### config.mk
export PLATFORM = sky130hd
export DESIGN_NAME = fsp_fifo_serial_port
export DESIGN_NICKNAME = d
export VERILOG_FILES = /design/src/fsp_pkg.sv /design/src/fsp_fifo_serial_port.sv
export SDC_FILE = /design/constraint.sdc
export NUM_CORES = 1
export LEC_CHECK = 0
export BUFFER_PORTS_ARGS = -buffer_cell sky130_fd_sc_hd__buf_4
export CAP_MARGIN = 20
export CORE_UTILIZATION = 40
export DETAILED_ROUTE_END_ITERATION = 10
export PLACE_DENSITY = 0.59
export SYNTH_ARGS = -nofsm -noshare
export SYNTH_HDL_FRONTEND = slang
export SYNTH_SLANG_ARGS = --single-unit
### constraint.sdc
create_clock -name ref_clk -period 6.9 [get_ports ref_clk]
set_input_delay 1.035 -clock ref_clk [delete_from_list [all_inputs] [get_ports ref_clk]]
set_output_delay 1.035 -clock ref_clk [all_outputs]
set_load 0.1 [all_outputs]
### src/fsp_pkg.sv
// Package of register map, field positions and timing constants.
package fsp_pkg;
  // ---------------------------------------------------------------------
  // Register byte offsets
  // ---------------------------------------------------------------------
  localparam logic [7:0] OFS_CTRL   = 8'h00; // serial_control_reg
  localparam logic [7:0] OFS_STAT   = 8'h04; // serial_status_reg
  localparam logic [7:0] OFS_FCTRL  = 8'h08; // fifo_control_reg
  localparam logic [7:0] OFS_FCOUNT = 8'h0c; // fifo_count_reg
  localparam logic [7:0] OFS_TXDATA = 8'h10; // tx_fifo_data_reg
  localparam logic [7:0] OFS_RXDATA = 8'h14; // rx_fifo_data_reg
  localparam logic [7:0] OFS_PORT   = 8'h18; // serial_port_pin_reg
  localparam logic [7:0] OFS_BAUD   = 8'h1c; // base clock divisor
  // ---------------------------------------------------------------------
  // Field positions
  // ---------------------------------------------------------------------
  localparam int CTRL_TE    = 0;
  localparam int CTRL_RE    = 1;
  localparam int CTRL_TIE   = 2;
  localparam int CTRL_PEN   = 3;
  localparam int CTRL_ODD   = 4;
  localparam int STAT_TX_FIFO_EMPTY_FLAG  = 0;
  localparam int STAT_RDF   = 1;
  localparam int STAT_FER   = 2;
  localparam int STAT_PER   = 3;
  localparam int STAT_BRK   = 4;
  localparam int FCTRL_TTRG = 4;   // two bits [5:4]
  localparam int FCTRL_RTRG = 6;   // two bits [7:6]
  localparam int PORT_TXDT  = 0;
  localparam int PORT_TXIO  = 1;
  localparam int PORT_RTS_PIN_LEVEL_BIT = 2;
  localparam int PORT_RTS_PIN_DIRECTION_BIT = 3;
  // ---------------------------------------------------------------------
  // Reset values and timing
  // ---------------------------------------------------------------------
  localparam logic [4:0] CTRL_RST  = 5'h00;
  localparam logic [7:0] FCTRL_RST = 8'h00;
  localparam logic [3:0] PORT_RST  = 4'h0;
  localparam logic [15:0] BAUD_RST = 16'h0000;
  localparam logic [4:0] OVERSAMPLE  = 5'h10; // base ticks per bit
  localparam logic [3:0] SAMPLE_TICK = 4'h7;  // eighth tick, counted from 0
  // Trigger levels selected by the two-bit fields.
  localparam logic [4:0] TX_TRIG0 = 5'h08;
  localparam logic [4:0] TX_TRIG1 = 5'h04;
  localparam logic [4:0] TX_TRIG2 = 5'h02;
  localparam logic [4:0] TX_TRIG3 = 5'h00;
  localparam logic [4:0] RX_TRIG0 = 5'h01;
  localparam logic [4:0] RX_TRIG1 = 5'h04;
  localparam logic [4:0] RX_TRIG2 = 5'h08;
  localparam logic [4:0] RX_TRIG3 = 5'h0e;

  typedef enum {TX_IDLE, TX_START, TX_DATA, TX_PAR, TX_STOP} fsp_tx_e;
  typedef enum {RX_IDLE, RX_START, RX_DATA, RX_PAR, RX_STOP} fsp_rx_e;
endpackage : fsp_pkg

### src/fsp_fifo_serial_port.sv
// Serial port with FIFOs, threshold flags, break and pin control.
//
// Our own choices: the register offsets and the AHB-Lite interface to the registers.
`timescale 1ns/1ps
// Overview of operation
// - Tx empty flag sets when tx count falls below the tx trigger.
// - Clearing tx empty flag at count at or below trigger re-sets it.
// - Tx FIFO byte count reads in bits 15:8 of count register.
// - Rx full flag sets when rx count reaches the rx trigger.
// - Clearing rx full flag while count still at trigger re-sets it.
// - Rx FIFO byte count reads in lower eight bits of count register.
// - Break sets framing error, stops FIFO loading, receiver keeps running.
// - With transmit enable clear, tx pin direction and level come from port register bits.
// - Before transmit enable the pin level bit drives the idle level.
// - Clearing transmit enable resets transmitter; pin shows level bit.
// - Receiver runs on base clock at sixteen times bit rate.
// - Start fall found on base clock; bits latched on eighth tick.
// - With transmit enable clear, pins are driven only when their port direction bits are set.
// - Start bit goes out immediately after transmit enable is set.
// - Error flags set on bad character, clear when it is read out.
// - Independent sixteen-byte transmit and receive FIFOs.
// - Tx interrupt request is tx interrupt enable and tx empty flag.
module fsp_fifo_serial_port
  import fsp_pkg::*;
#(
  parameter int DEPTH = 16
) (
  // Clock and reset
  input  wire logic        ref_clk,
  input  wire logic        resetn,
  // AHB-Lite slave
  input  wire logic        hsel,
  input  wire logic [31:0] haddr,
  input  wire logic [1:0]  htrans,
  input  wire logic        hwrite,
  input  wire logic [2:0]  hsize,
  input  wire logic [31:0] hwdata,
  input  wire logic        hready,
  output logic      [31:0] hrdata,
  output logic             hreadyout,
  output logic             hresp,
  // Serial pins
  input  wire logic        rx_pin_i,
  output logic             tx_pin_o,
  output logic             tx_pin_oe,
  output logic             rts_pin_o,
  output logic             rts_pin_oe,
  // Transmit request
  output logic             tx_empty_interrupt
);
  localparam int AW = $clog2(DEPTH);
  localparam logic [AW:0] DEPTH_C = AW'(DEPTH) == '0 ?
                                    {1'b1, {AW{1'b0}}} : (AW+1)'(DEPTH);
  // -------------------------------------------------------------------
  // Register bus
  // -------------------------------------------------------------------
  logic [7:0]  wr_addr_r, rd_addr_r;
  logic        wr_pend_r, rd_pend_r;
  logic [31:0] hrdata_r;
  logic [4:0]  ctrl_r;
  logic [7:0]  fctrl_r;
  logic [3:0]  port_r;
  logic [15:0] baud_r;
  logic        tx_fifo_empty_flag_r, rdf_r, fer_r, per_r, brk_r;
  logic [AW:0] tx_cnt_r, rx_cnt_r;
  logic [9:0]  rx_head;
  logic        accept, wr_en, rd_en, push_tx, pop_rx;
  logic        tx_pop, rx_push;
  logic [9:0]  rx_word;
  logic [31:0] rd_mux;

  assign accept    = hsel & htrans[1] & hready;
  assign hreadyout = ~rd_pend_r;
  assign hresp     = 1'b0;
  assign hrdata    = hrdata_r;
  assign wr_en     = wr_pend_r;
  assign rd_en     = rd_pend_r;
  assign push_tx   = wr_en & (wr_addr_r == OFS_TXDATA) & (tx_cnt_r != DEPTH_C);
  assign pop_rx    = rd_en & (rd_addr_r == OFS_RXDATA) & (rx_cnt_r != '0);

  // Address phase capture; reads take one wait state.
  always_ff @(posedge ref_clk or negedge resetn) begin
    if (!resetn) begin
      wr_pend_r <= 1'b0;
      rd_pend_r <= 1'b0;
      wr_addr_r <= 8'h00;
      rd_addr_r <= 8'h00;
    end else begin
      wr_pend_r <= accept & hwrite;
      rd_pend_r <= accept & ~hwrite;
      if (accept) begin
        wr_addr_r <= {haddr[7:2], 2'b00};
        rd_addr_r <= {haddr[7:2], 2'b00};
      end
    end
  end

  // Read multiplexer; unmapped offsets read as zero.
  always_comb begin
    rd_mux = 32'h0;
    case (rd_addr_r)
      OFS_CTRL:   rd_mux = {27'h0, ctrl_r};
      OFS_STAT:   rd_mux = {27'h0, brk_r, per_r, fer_r, rdf_r, tx_fifo_empty_flag_r};
      OFS_FCTRL:  rd_mux = {24'h0, fctrl_r};
      OFS_FCOUNT: rd_mux = {16'h0, 8'(tx_cnt_r), 8'(rx_cnt_r)};
      OFS_RXDATA: rd_mux = {22'h0, rx_head};
      OFS_PORT:   rd_mux = {28'h0, port_r};
      OFS_BAUD:   rd_mux = {16'h0, baud_r};
      default:    rd_mux = 32'h0;
    endcase
  end

  // Read data register, loaded in the wait cycle.
  always_ff @(posedge ref_clk or negedge resetn) begin
    if (!resetn) hrdata_r <= 32'h0;
    else if (rd_en) hrdata_r <= rd_mux;
  end

  // Control registers written in the data phase.
  always_ff @(posedge ref_clk or negedge resetn) begin
    if (!resetn) begin
      ctrl_r  <= CTRL_RST;
      fctrl_r <= FCTRL_RST;
      port_r  <= PORT_RST;
      baud_r  <= BAUD_RST;
    end else if (wr_en) begin
      case (wr_addr_r)
        OFS_CTRL:  ctrl_r  <= hwdata[4:0];
        OFS_FCTRL: fctrl_r <= hwdata[7:0];
        OFS_PORT:  port_r  <= hwdata[3:0];
        OFS_BAUD:  baud_r  <= hwdata[15:0];
        default:   ctrl_r  <= ctrl_r;
      endcase
    end
  end

  // -------------------------------------------------------------------
  // FIFOs
  // -------------------------------------------------------------------
  logic [7:0] tx_mem [DEPTH];
  logic [9:0] rx_mem [DEPTH];
  logic [AW-1:0] tx_wp_r, tx_rp_r, rx_wp_r, rx_rp_r;
  logic te;
  assign te      = ctrl_r[CTRL_TE];
  assign rx_head = rx_mem[rx_rp_r];

  always_ff @(posedge ref_clk) begin
    if (push_tx) tx_mem[tx_wp_r] <= hwdata[7:0];
    if (rx_push) rx_mem[rx_wp_r] <= rx_word;
  end

  // Pointers and fill counts of both FIFOs.
  always_ff @(posedge ref_clk or negedge resetn) begin
    if (!resetn) begin
      tx_wp_r  <= '0;
      tx_rp_r  <= '0;
      rx_wp_r  <= '0;
      rx_rp_r  <= '0;
      tx_cnt_r <= '0;
      rx_cnt_r <= '0;
    end else begin
      if (push_tx) tx_wp_r <= tx_wp_r + 1'b1;
      if (tx_pop)  tx_rp_r <= tx_rp_r + 1'b1;
      if (rx_push) rx_wp_r <= rx_wp_r + 1'b1;
      if (pop_rx)  rx_rp_r <= rx_rp_r + 1'b1;
      tx_cnt_r <= tx_cnt_r + (AW+1)'(push_tx) - (AW+1)'(tx_pop);
      rx_cnt_r <= rx_cnt_r + (AW+1)'(rx_push) - (AW+1)'(pop_rx);
    end
  end

  // -------------------------------------------------------------------
  // Threshold and error flags
  // -------------------------------------------------------------------
  logic [4:0] tx_trig, rx_trig;
  logic       stat_wr, tx_below, tx_atbel, rx_reach;
  logic       rx_err_f, rx_err_p, rx_brk;

  // Trigger level decode.
  always_comb begin
    case (fctrl_r[FCTRL_TTRG +: 2])
      2'h0:    tx_trig = TX_TRIG0;
      2'h1:    tx_trig = TX_TRIG1;
      2'h2:    tx_trig = TX_TRIG2;
      default: tx_trig = TX_TRIG3;
    endcase
    case (fctrl_r[FCTRL_RTRG +: 2])
      2'h0:    rx_trig = RX_TRIG0;
      2'h1:    rx_trig = RX_TRIG1;
      2'h2:    rx_trig = RX_TRIG2;
      default: rx_trig = RX_TRIG3;
    endcase
  end

  assign stat_wr  = wr_en & (wr_addr_r == OFS_STAT);
  assign tx_below = 5'(tx_cnt_r) < tx_trig;
  assign tx_atbel = 5'(tx_cnt_r) <= tx_trig;
  assign rx_reach = 5'(rx_cnt_r) >= rx_trig;

  // Status flags; a set condition always wins over a clear write.
  always_ff @(posedge ref_clk or negedge resetn) begin
    if (!resetn) begin
      tx_fifo_empty_flag_r <= 1'b1;
      rdf_r  <= 1'b0;
      fer_r  <= 1'b0;
      per_r  <= 1'b0;
      brk_r  <= 1'b0;
    end else begin
      if (tx_below) tx_fifo_empty_flag_r <= 1'b1;
      else if (stat_wr && !hwdata[STAT_TX_FIFO_EMPTY_FLAG]) tx_fifo_empty_flag_r <= tx_atbel;
      if (rx_reach) rdf_r <= 1'b1;
      else if (stat_wr && !hwdata[STAT_RDF]) rdf_r <= 1'b0;
      if (rx_brk) brk_r <= 1'b1;
      else if (stat_wr && !hwdata[STAT_BRK]) brk_r <= 1'b0;
      // error flags follow the bad character
      if (rx_err_f) fer_r <= 1'b1;
      else if (pop_rx && rx_head[8]) fer_r <= 1'b0;
      if (rx_err_p) per_r <= 1'b1;
      else if (pop_rx && rx_head[9]) per_r <= 1'b0;
    end
  end

  assign tx_empty_interrupt = ctrl_r[CTRL_TIE] & tx_fifo_empty_flag_r;

  // -------------------------------------------------------------------
  // Base clock
  // -------------------------------------------------------------------
  logic [15:0] div_r;
  logic        tick;
  // base tick at sixteen per bit
  always_ff @(posedge ref_clk or negedge resetn) begin
    if (!resetn) div_r <= 16'h0;
    else if (div_r >= baud_r) div_r <= 16'h0;
    else div_r <= div_r + 16'h1;
  end
  assign tick = (div_r >= baud_r);

  // -------------------------------------------------------------------
  // Transmitter
  // -------------------------------------------------------------------
  fsp_tx_e    tx_st_r;
  logic [3:0] tx_tk_r;
  logic [2:0] tx_bit_r;
  logic [7:0] tx_sh_r;
  logic       tx_par_r, tx_line, tx_end;
  assign tx_pop = (tx_st_r == TX_IDLE) & te & (tx_cnt_r != '0);
  assign tx_end = tick & (tx_tk_r == 4'hf);

  // cleared enable resets at once; start without delay
  always_ff @(posedge ref_clk or negedge resetn) begin
    if (!resetn) begin
      tx_st_r  <= TX_IDLE;
      tx_tk_r  <= 4'h0;
      tx_bit_r <= 3'h0;
      tx_sh_r  <= 8'h00;
      tx_par_r <= 1'b0;
    end else if (!te) begin
      tx_st_r <= TX_IDLE;
      tx_tk_r <= 4'h0;
    end else begin
      if (tx_st_r != TX_IDLE && tick) tx_tk_r <= tx_tk_r + 4'h1;
      case (tx_st_r)
        TX_IDLE: if (tx_pop) begin
          tx_st_r  <= TX_START;
          tx_sh_r  <= tx_mem[tx_rp_r];
          tx_par_r <= ^tx_mem[tx_rp_r] ^ ctrl_r[CTRL_ODD];
          tx_bit_r <= 3'h0;
          tx_tk_r  <= 4'h0;
        end
        TX_START: if (tx_end) tx_st_r <= TX_DATA;
        TX_DATA: if (tx_end) begin
          tx_sh_r  <= {1'b0, tx_sh_r[7:1]};
          tx_bit_r <= tx_bit_r + 3'h1;
          if (tx_bit_r == 3'h7)
            tx_st_r <= ctrl_r[CTRL_PEN] ? TX_PAR : TX_STOP;
        end
        TX_PAR:  if (tx_end) tx_st_r <= TX_STOP;
        TX_STOP: if (tx_end) tx_st_r <= TX_IDLE;
        default: tx_st_r <= TX_IDLE;
      endcase
    end
  end

  // Line level produced by the transmitter.
  always_comb begin
    case (tx_st_r)
      TX_START: tx_line = 1'b0;
      TX_DATA:  tx_line = tx_sh_r[0];
      TX_PAR:   tx_line = tx_par_r;
      default:  tx_line = 1'b1;
    endcase
  end

  // pin drive from enable and port bits
  always_ff @(posedge ref_clk or negedge resetn) begin
    if (!resetn) begin
      tx_pin_o   <= 1'b1;
      tx_pin_oe  <= 1'b0;
      rts_pin_o  <= 1'b1;
      rts_pin_oe <= 1'b0;
    end else begin
      tx_pin_o   <= te ? tx_line : port_r[PORT_TXDT];
      tx_pin_oe  <= te | port_r[PORT_TXIO];
      rts_pin_o  <= port_r[PORT_RTS_PIN_DIRECTION_BIT] ? port_r[PORT_RTS_PIN_LEVEL_BIT] : 1'b0;
      rts_pin_oe <= te | port_r[PORT_RTS_PIN_DIRECTION_BIT];
    end
  end

  // -------------------------------------------------------------------
  // Receiver
  // -------------------------------------------------------------------
  logic       rx_s1_r, rx_s2_r, rx_prev_r;
  fsp_rx_e    rx_st_r;
  logic [3:0] rx_tk_r;
  logic [2:0] rx_bit_r;
  logic [7:0] rx_sh_r;
  logic       rx_par_r, samp, ferr, perr;

  // Two-stage synchroniser for the receive pin.
  always_ff @(posedge ref_clk or negedge resetn) begin
    if (!resetn) begin
      rx_s1_r <= 1'b1;
      rx_s2_r <= 1'b1;
    end else begin
      rx_s1_r <= rx_pin_i;
      rx_s2_r <= rx_s1_r;
    end
  end

  assign samp  = tick & (rx_tk_r == SAMPLE_TICK);
  assign ferr  = ~rx_s2_r;
  assign perr  = ctrl_r[CTRL_PEN] &
                 (rx_par_r != (^rx_sh_r ^ ctrl_r[CTRL_ODD]));
  assign rx_brk  = samp & (rx_st_r == RX_STOP) & ferr &
                   (rx_sh_r == 8'h00) & ~(ctrl_r[CTRL_PEN] & rx_par_r);
  assign rx_err_f = samp & (rx_st_r == RX_STOP) & ferr;
  assign rx_err_p = samp & (rx_st_r == RX_STOP) & perr;
  // break is flagged but never stored
  assign rx_push  = samp & (rx_st_r == RX_STOP) & ~rx_brk &
                    (rx_cnt_r != DEPTH_C);
  assign rx_word  = {perr, ferr, rx_sh_r};

  // start fall on base tick, sample on eighth tick
  always_ff @(posedge ref_clk or negedge resetn) begin
    if (!resetn) begin
      rx_st_r   <= RX_IDLE;
      rx_prev_r <= 1'b1;
      rx_tk_r   <= 4'h0;
      rx_bit_r  <= 3'h0;
      rx_sh_r   <= 8'h00;
      rx_par_r  <= 1'b0;
    end else if (!ctrl_r[CTRL_RE]) begin
      rx_st_r   <= RX_IDLE;
      rx_prev_r <= 1'b1;
    end else if (tick) begin
      rx_prev_r <= rx_s2_r;
      rx_tk_r   <= rx_tk_r + 4'h1;
      case (rx_st_r)
        RX_IDLE: if (rx_prev_r && !rx_s2_r) begin
          rx_st_r <= RX_START;
          rx_tk_r <= 4'h0;
        end
        RX_START: if (samp) begin
          rx_st_r  <= rx_s2_r ? RX_IDLE : RX_DATA;
          rx_bit_r <= 3'h0;
        end
        RX_DATA: if (samp) begin
          rx_sh_r  <= {rx_s2_r, rx_sh_r[7:1]};
          rx_bit_r <= rx_bit_r + 3'h1;
          if (rx_bit_r == 3'h7)
            rx_st_r <= ctrl_r[CTRL_PEN] ? RX_PAR : RX_STOP;
        end
        RX_PAR: if (samp) begin
          rx_par_r <= rx_s2_r;
          rx_st_r  <= RX_STOP;
        end
        RX_STOP: if (samp) rx_st_r <= RX_IDLE;
        default: rx_st_r <= RX_IDLE;
      endcase
    end
  end

  // -------------------------------------------------------------------
  // Assertions
  // -------------------------------------------------------------------
  AST_TX_FIFO_EMPTY_FLAG_BELOW: assert property (@(posedge ref_clk) disable iff (!resetn)
    tx_below |=> tx_fifo_empty_flag_r) else $error("tx empty flag not set");
  AST_TX_FIFO_EMPTY_FLAG_RESET: assert property (@(posedge ref_clk) disable iff (!resetn)
    stat_wr && !hwdata[STAT_TX_FIFO_EMPTY_FLAG] && tx_atbel |=> tx_fifo_empty_flag_r)
    else $error("tx empty flag not re-set");
  AST_RDF_REACH: assert property (@(posedge ref_clk) disable iff (!resetn)
    rx_reach |=> rdf_r) else $error("rx full flag not set");
  AST_COUNT: assert property (@(posedge ref_clk) disable iff (!resetn)
    rd_en && rd_addr_r == OFS_FCOUNT |=>
    hrdata[15:8] == 8'($past(tx_cnt_r)) && hrdata[7:0] == 8'($past(rx_cnt_r)))
    else $error("count register mismatch");
  AST_BRK_NOPUSH: assert property (@(posedge ref_clk) disable iff (!resetn)
    rx_brk |-> !rx_push ##1 fer_r) else $error("break stored");
  AST_TXPIN: assert property (@(posedge ref_clk) disable iff (!resetn)
    !te ##1 !te |-> tx_pin_o == $past(port_r[PORT_TXDT]))
    else $error("tx pin level wrong");
  AST_TE_RESET: assert property (@(posedge ref_clk) disable iff (!resetn)
    $fell(te) |=> tx_st_r == TX_IDLE) else $error("tx not reset");
  AST_START_NOW: assert property (@(posedge ref_clk) disable iff (!resetn)
    tx_pop |=> tx_st_r == TX_START ##1 !tx_pin_o)
    else $error("start bit late");
  AST_FER_CLR: assert property (@(posedge ref_clk) disable iff (!resetn)
    pop_rx && rx_head[8] && !rx_err_f |=> !fer_r)
    else $error("framing flag not cleared");
  AST_TXI: assert property (@(posedge ref_clk) disable iff (!resetn)
    tx_below && ctrl_r[CTRL_TIE] ##1 ctrl_r[CTRL_TIE] |-> tx_empty_interrupt)
    else $error("tx request wrong");
  AST_FIFO_CAP: assert property (@(posedge ref_clk) disable iff (!resetn)
    tx_cnt_r <= DEPTH_C && rx_cnt_r <= DEPTH_C)
    else $error("fifo count over depth");
endmodule : fsp_fifo_serial_port

==> flow_metrics.env <==
export IMPL_p_total_w=0.00680
export IMPL_fp_row_count=79
export IMPL_vias=10436
export IMPL_crit_path_start_kind="flop"
export IMPL_die_area_um2=48400
export IMPL_nNetsFinal=1435
export IMPL_grt_pass1_vias=10358
export IMPL_finalWirelength_mm=40.9
export IMPL_cap_violations=0
export IMPL_grt_usage_pct=17.5
export IMPL_min_from="rx_s1_r"
export IMPL_post_cts_setup_buffers=0
export IMPL_yosys_area_top_type="edfxtp_1"
export IMPL_ir_drop_v=0.000168
export IMPL_crit_arrival_ns=4.11
export IMPL_p_clk_share_pct=36.7
export IMPL_finalHoldViolations=0
export IMPL_worstRegToRegCells=15
export IMPL_fin_crit_ns=3.64
export IMPL_worstMarginPinSlew_ns=0.854
export IMPL_yosys_most_used_dff="edfxtp_1"
export IMPL_grt_pass1_wl_mm=63.0
export IMPL_die_h_um=220
export IMPL_syn_area_um2=19000
export IMPL_htreeDepth=2
export IMPL_synth_seq_cells=437
export IMPL_synth_compound_area_share_pct=4.72
export IMPL_pwr_share_comb_pct=18.4
export IMPL_clockBufferDepth=3
export IMPL_wl_per_cell_um=21.0
export IMPL_hpwl_mm=27.3
export IMPL_slew_headroom_pct=42.6
export IMPL_synth_xor_area_share_pct=2.20
export IMPL_r2r_start="rx_s2_r"
export IMPL_drc=16
export IMPL_die_x_um=220
export IMPL_synth_area_leaders="edfxtp_1 (45%), dfrtp_1 (19%), mux4_2 (10%), ha_1 (3.7%), mux2_2 (3.0%)"
export IMPL_rr_endpoint="rx_cnt_r[4]"
export IMPL_worst_path_most_repeated_cell="inv_1"
export IMPL_cts_tree="done"
export IMPL_synthCells=1218
export IMPL_ant_nets=0
export IMPL_initial_utilization_pct=40.7
export IMPL_fmax_mhz=274
export IMPL_cp_required_ns=7.36
export IMPL_io_buffers=50
export IMPL_fin_setup_tns_ns=0
export IMPL_post_place_ws_ns=3.26
export IMPL_yosysWarnings=0
export IMPL_switching_share_pct=27.2
export IMPL_setup_viol=0
export IMPL_grt_setup_unrepaired="no"
export IMPL_clk_latency_ns=0.59
export IMPL_min_delay_path_depth=0
export IMPL_cts_sinks=437
export IMPL_finClkSkew_ns=0.0327
export IMPL_synth_fa_ha_area_share_pct=3.89
export IMPL_grt_start_max_net_pins=82
export IMPL_synth_avg_cell_area_um2=15.6
export IMPL_drt_iter0_drc=714
export IMPL_pwr_density_cell_nw_per_um2=313
export IMPL_ys_types=64
export IMPL_syn2layout_area_growth_pct=14.1
export IMPL_hold_path_class="reg2reg"
export IMPL_cp_slowest_cell="inv_1"
export IMPL_hold_end="rx_s2_r"
export IMPL_ys_seq_area_share_pct=65.1
export IMPL_crit_chain="inv_1, nand3_1, a211oi_1, a31oi_1, nand3_1, ha_1, inv_1, ha_1, inv_1, fa_1, inv_1, a21oi_1, nor2_1, nor2_1, xnor2_1"
export IMPL_synth_edf_count=288
export IMPL_r2r_slack_ns=3.26
export IMPL_fin_hold_ws_ns=0.355
export IMPL_violations="DRC"
export IMPL_crit_path_max_fanout=20
export IMPL_cts_root_buf="clkbuf_16"
export IMPL_switchingPower_w=0.00185
export IMPL_synth_mux_area_share_pct=14.3
export IMPL_coreArea_um2=46800
export IMPL_criticalPathCategory="reg2reg"
export IMPL_power_frac_seq_pct=44.8
export IMPL_cts_buffers_inserted=47
export IMPL_status="finished with violations"
export IMPL_fin_crit_sh_pct=52.8
export IMPL_postCtsHoldBufs=0
export IMPL_p_leak_nw=7.86
export IMPL_synth_top_family_by_area="multiplexers"
export IMPL_drive_gt1_share_pct=22.8
export IMPL_async_flop_share_pct=34.1
export IMPL_post_cts_resized=0
export IMPL_synth_simple_area_share_pct=6.41
export IMPL_vias_per_cell=5.35
export IMPL_slowest_delay_ns=0.54
export IMPL_nFillCells=4050
export IMPL_clk_pin_slew_ns=0.06
export IMPL_antenna_found_initial=1
export IMPL_finalMaxSlewViolations=0
export IMPL_synth_top_area_share_pct=45.5
export IMPL_overflow=0
export IMPL_ios=114
export IMPL_first_pass_iters=9
export IMPL_routabilityCongestion=0.822
export IMPL_layout_setup_ws_ns=3.26
export IMPL_intPower_w=0.00495
export IMPL_end_kind="flop"
-- worst max path at each step --
stage	startpoint	endpoint	slack, ns	cells after the start
after floorplan	div_r[5]	rx_mem[0][0]	3.74	10
after global placement	rd_addr_r[5]	baud_r[14]	3.18	5
after detailed placement	rx_s2_r	rx_cnt_r[4]	3.26	15
after CTS	rx_sh_r[4]	rx_cnt_r[4]	3.23	16
after global routing	rx_sh_r[2]	rx_cnt_r[4]	2.97	16
final	rx_s2_r	rx_cnt_r[4]	3.26	15
-- per-stage QoR --
| stage | std cells | utilization (%) | cell area, um^2 |
|---|---|---|---|
| floorplan | 1234 | - | 19100 |
| global placement | 1858 | 43.1 | 20100 |
| detailed placement | 1859 | 43.1 | 20100 |
| CTS | 1947 | 46.4 | 21700 |
| global route | 1948 | 46.4 | 21700 |
| finish | 1949 | 46.4 | 21700 |
-- cell usage in the layout (no fill, tap or decap), drive strengths merged, types with 5 or more instances in the layout --
cell | Yosys | final
nand4 | 17 | 17
mux2 | 51 | 51
and2 | 12 | 12
and3 | 12 | 12
ha | 56 | 56
a21o | 15 | 15
a222oi | 8 | 8
nand3 | 25 | 25
o211ai | 5 | 5
xnor2 | 34 | 34
nand2 | 70 | 70
nor2b | 9 | 9
nor3 | 26 | 26
nor4 | 5 | 5
o21ai | 27 | 27
xor2 | 13 | 13
inv | 75 | 77
mux2i | 13 | 13
conb | 1 | 17
buf | 33 | 86
dfrtp | 143 | 143
nor2 | 50 | 50
dfstp | 6 | 6
clkinv | 0 | 15
a22oi | 12 | 12
nand2b | 5 | 5
o2bb2ai | 12 | 12
a21oi | 28 | 28
clkbuf | 34 | 66
edfxtp | 288 | 288
mux4 | 89 | 89
-- power by group through the flow --
stage / registers [W] / clock network, W / logic (W)
after floorplan: 0.00306 / 0 / 0.00100
after global placement: 0.00310 / 0 / 0.00125
after detailed placement: 0.00310 / 0 / 0.00127
after CTS: 0.00305 / 0.00256 / 0.00127
after global routing: 0.00307 / 0.00265 / 0.00138
final: 0.00305 / 0.00250 / 0.00125
-- cell type report --
| cell class | count | area [um^2] | share of cell area, % |
|---|---|---|---|
| repair buffers | 86 | 666 | 3.07 |
| multi-input cells | 655 | 6070 | 28.0 |
| clock inverters | 22 | 253 | 1.16 |
| inverters | 75 | 282 | 1.30 |
| diodes | 1 | 2.50 | 0.0115 |
| flip-flops and latches | 437 | 12400 | 57.1 |
| clock buffers | 66 | 1290 | 5.93 |
| well taps | 607 | 759 | 3.50 |
-- cells in the mapped netlist (all sizes together) (4+ instances only) --
| library cell | number |
|---|---|
| dfrtp | 143 |
| nor2 | 50 |
| o21a | 4 |
| and3 | 12 |
| o21ai | 27 |
| clkbuf | 34 |
| buf | 33 |
| nand2b | 5 |
| edfxtp | 288 |
| nand4 | 17 |
| a22oi | 12 |
| a21oi | 28 |
| and2 | 12 |
| inv | 75 |
| o211ai | 5 |
| nand2 | 70 |
| nor2b | 9 |
| dfstp | 6 |
| mux2i | 13 |
| a222oi | 8 |
| o2bb2ai | 12 |
| mux2 | 51 |
| xnor2 | 34 |
| a21o | 15 |
| nand3 | 25 |
| xor2 | 13 |
| nor4 | 5 |
| ha | 56 |
| mux4 | 89 |
| or2 | 4 |
| nor3 | 26 |
-- metal layers --
metal	share of wire (%)	up-vias	track usage, %
li1	-	4769	-
met1	47	5384	25.1
met2	47	230	27.5
met3	4.9	53	2.90
met4	1.8	0	4.71
met5	0	-	0
-- sequential cells by signal, summed over array words and instances, names as in the netlist, 5 cells and up --
register	flops
rx_mem	160
rx_cnt_r	5
tx_sh_r	8
rd_addr_r	6
hrdata	16
baud_r	16
fctrl_r	8
tx_mem	128
rx_sh_r	8
ctrl_r	5
div_r	16
tx_cnt_r	5
-- cell families after synthesis --
group / count (synthesis)
compound gates: 131
simple gates: 249
fa+ha+maj: 58
buf+inv: 142
flops: 437
xor+xnor: 47
mux: 153
other cells: 1
-- critical path, delay by kind of cell, from the launching register on --
kind,cells,cell delay (ns)
AND/OR/NAND/NOR,4,0.60
XOR/XNOR,1,0.11
AO/OA/AOI/OAI,3,0.84
buffers and inverters,4,0.74
adder cells (fa/ha/maj),3,0.83
flip-flops,1,0.40
Note: power is estimated with default switching activity, not from simulation.
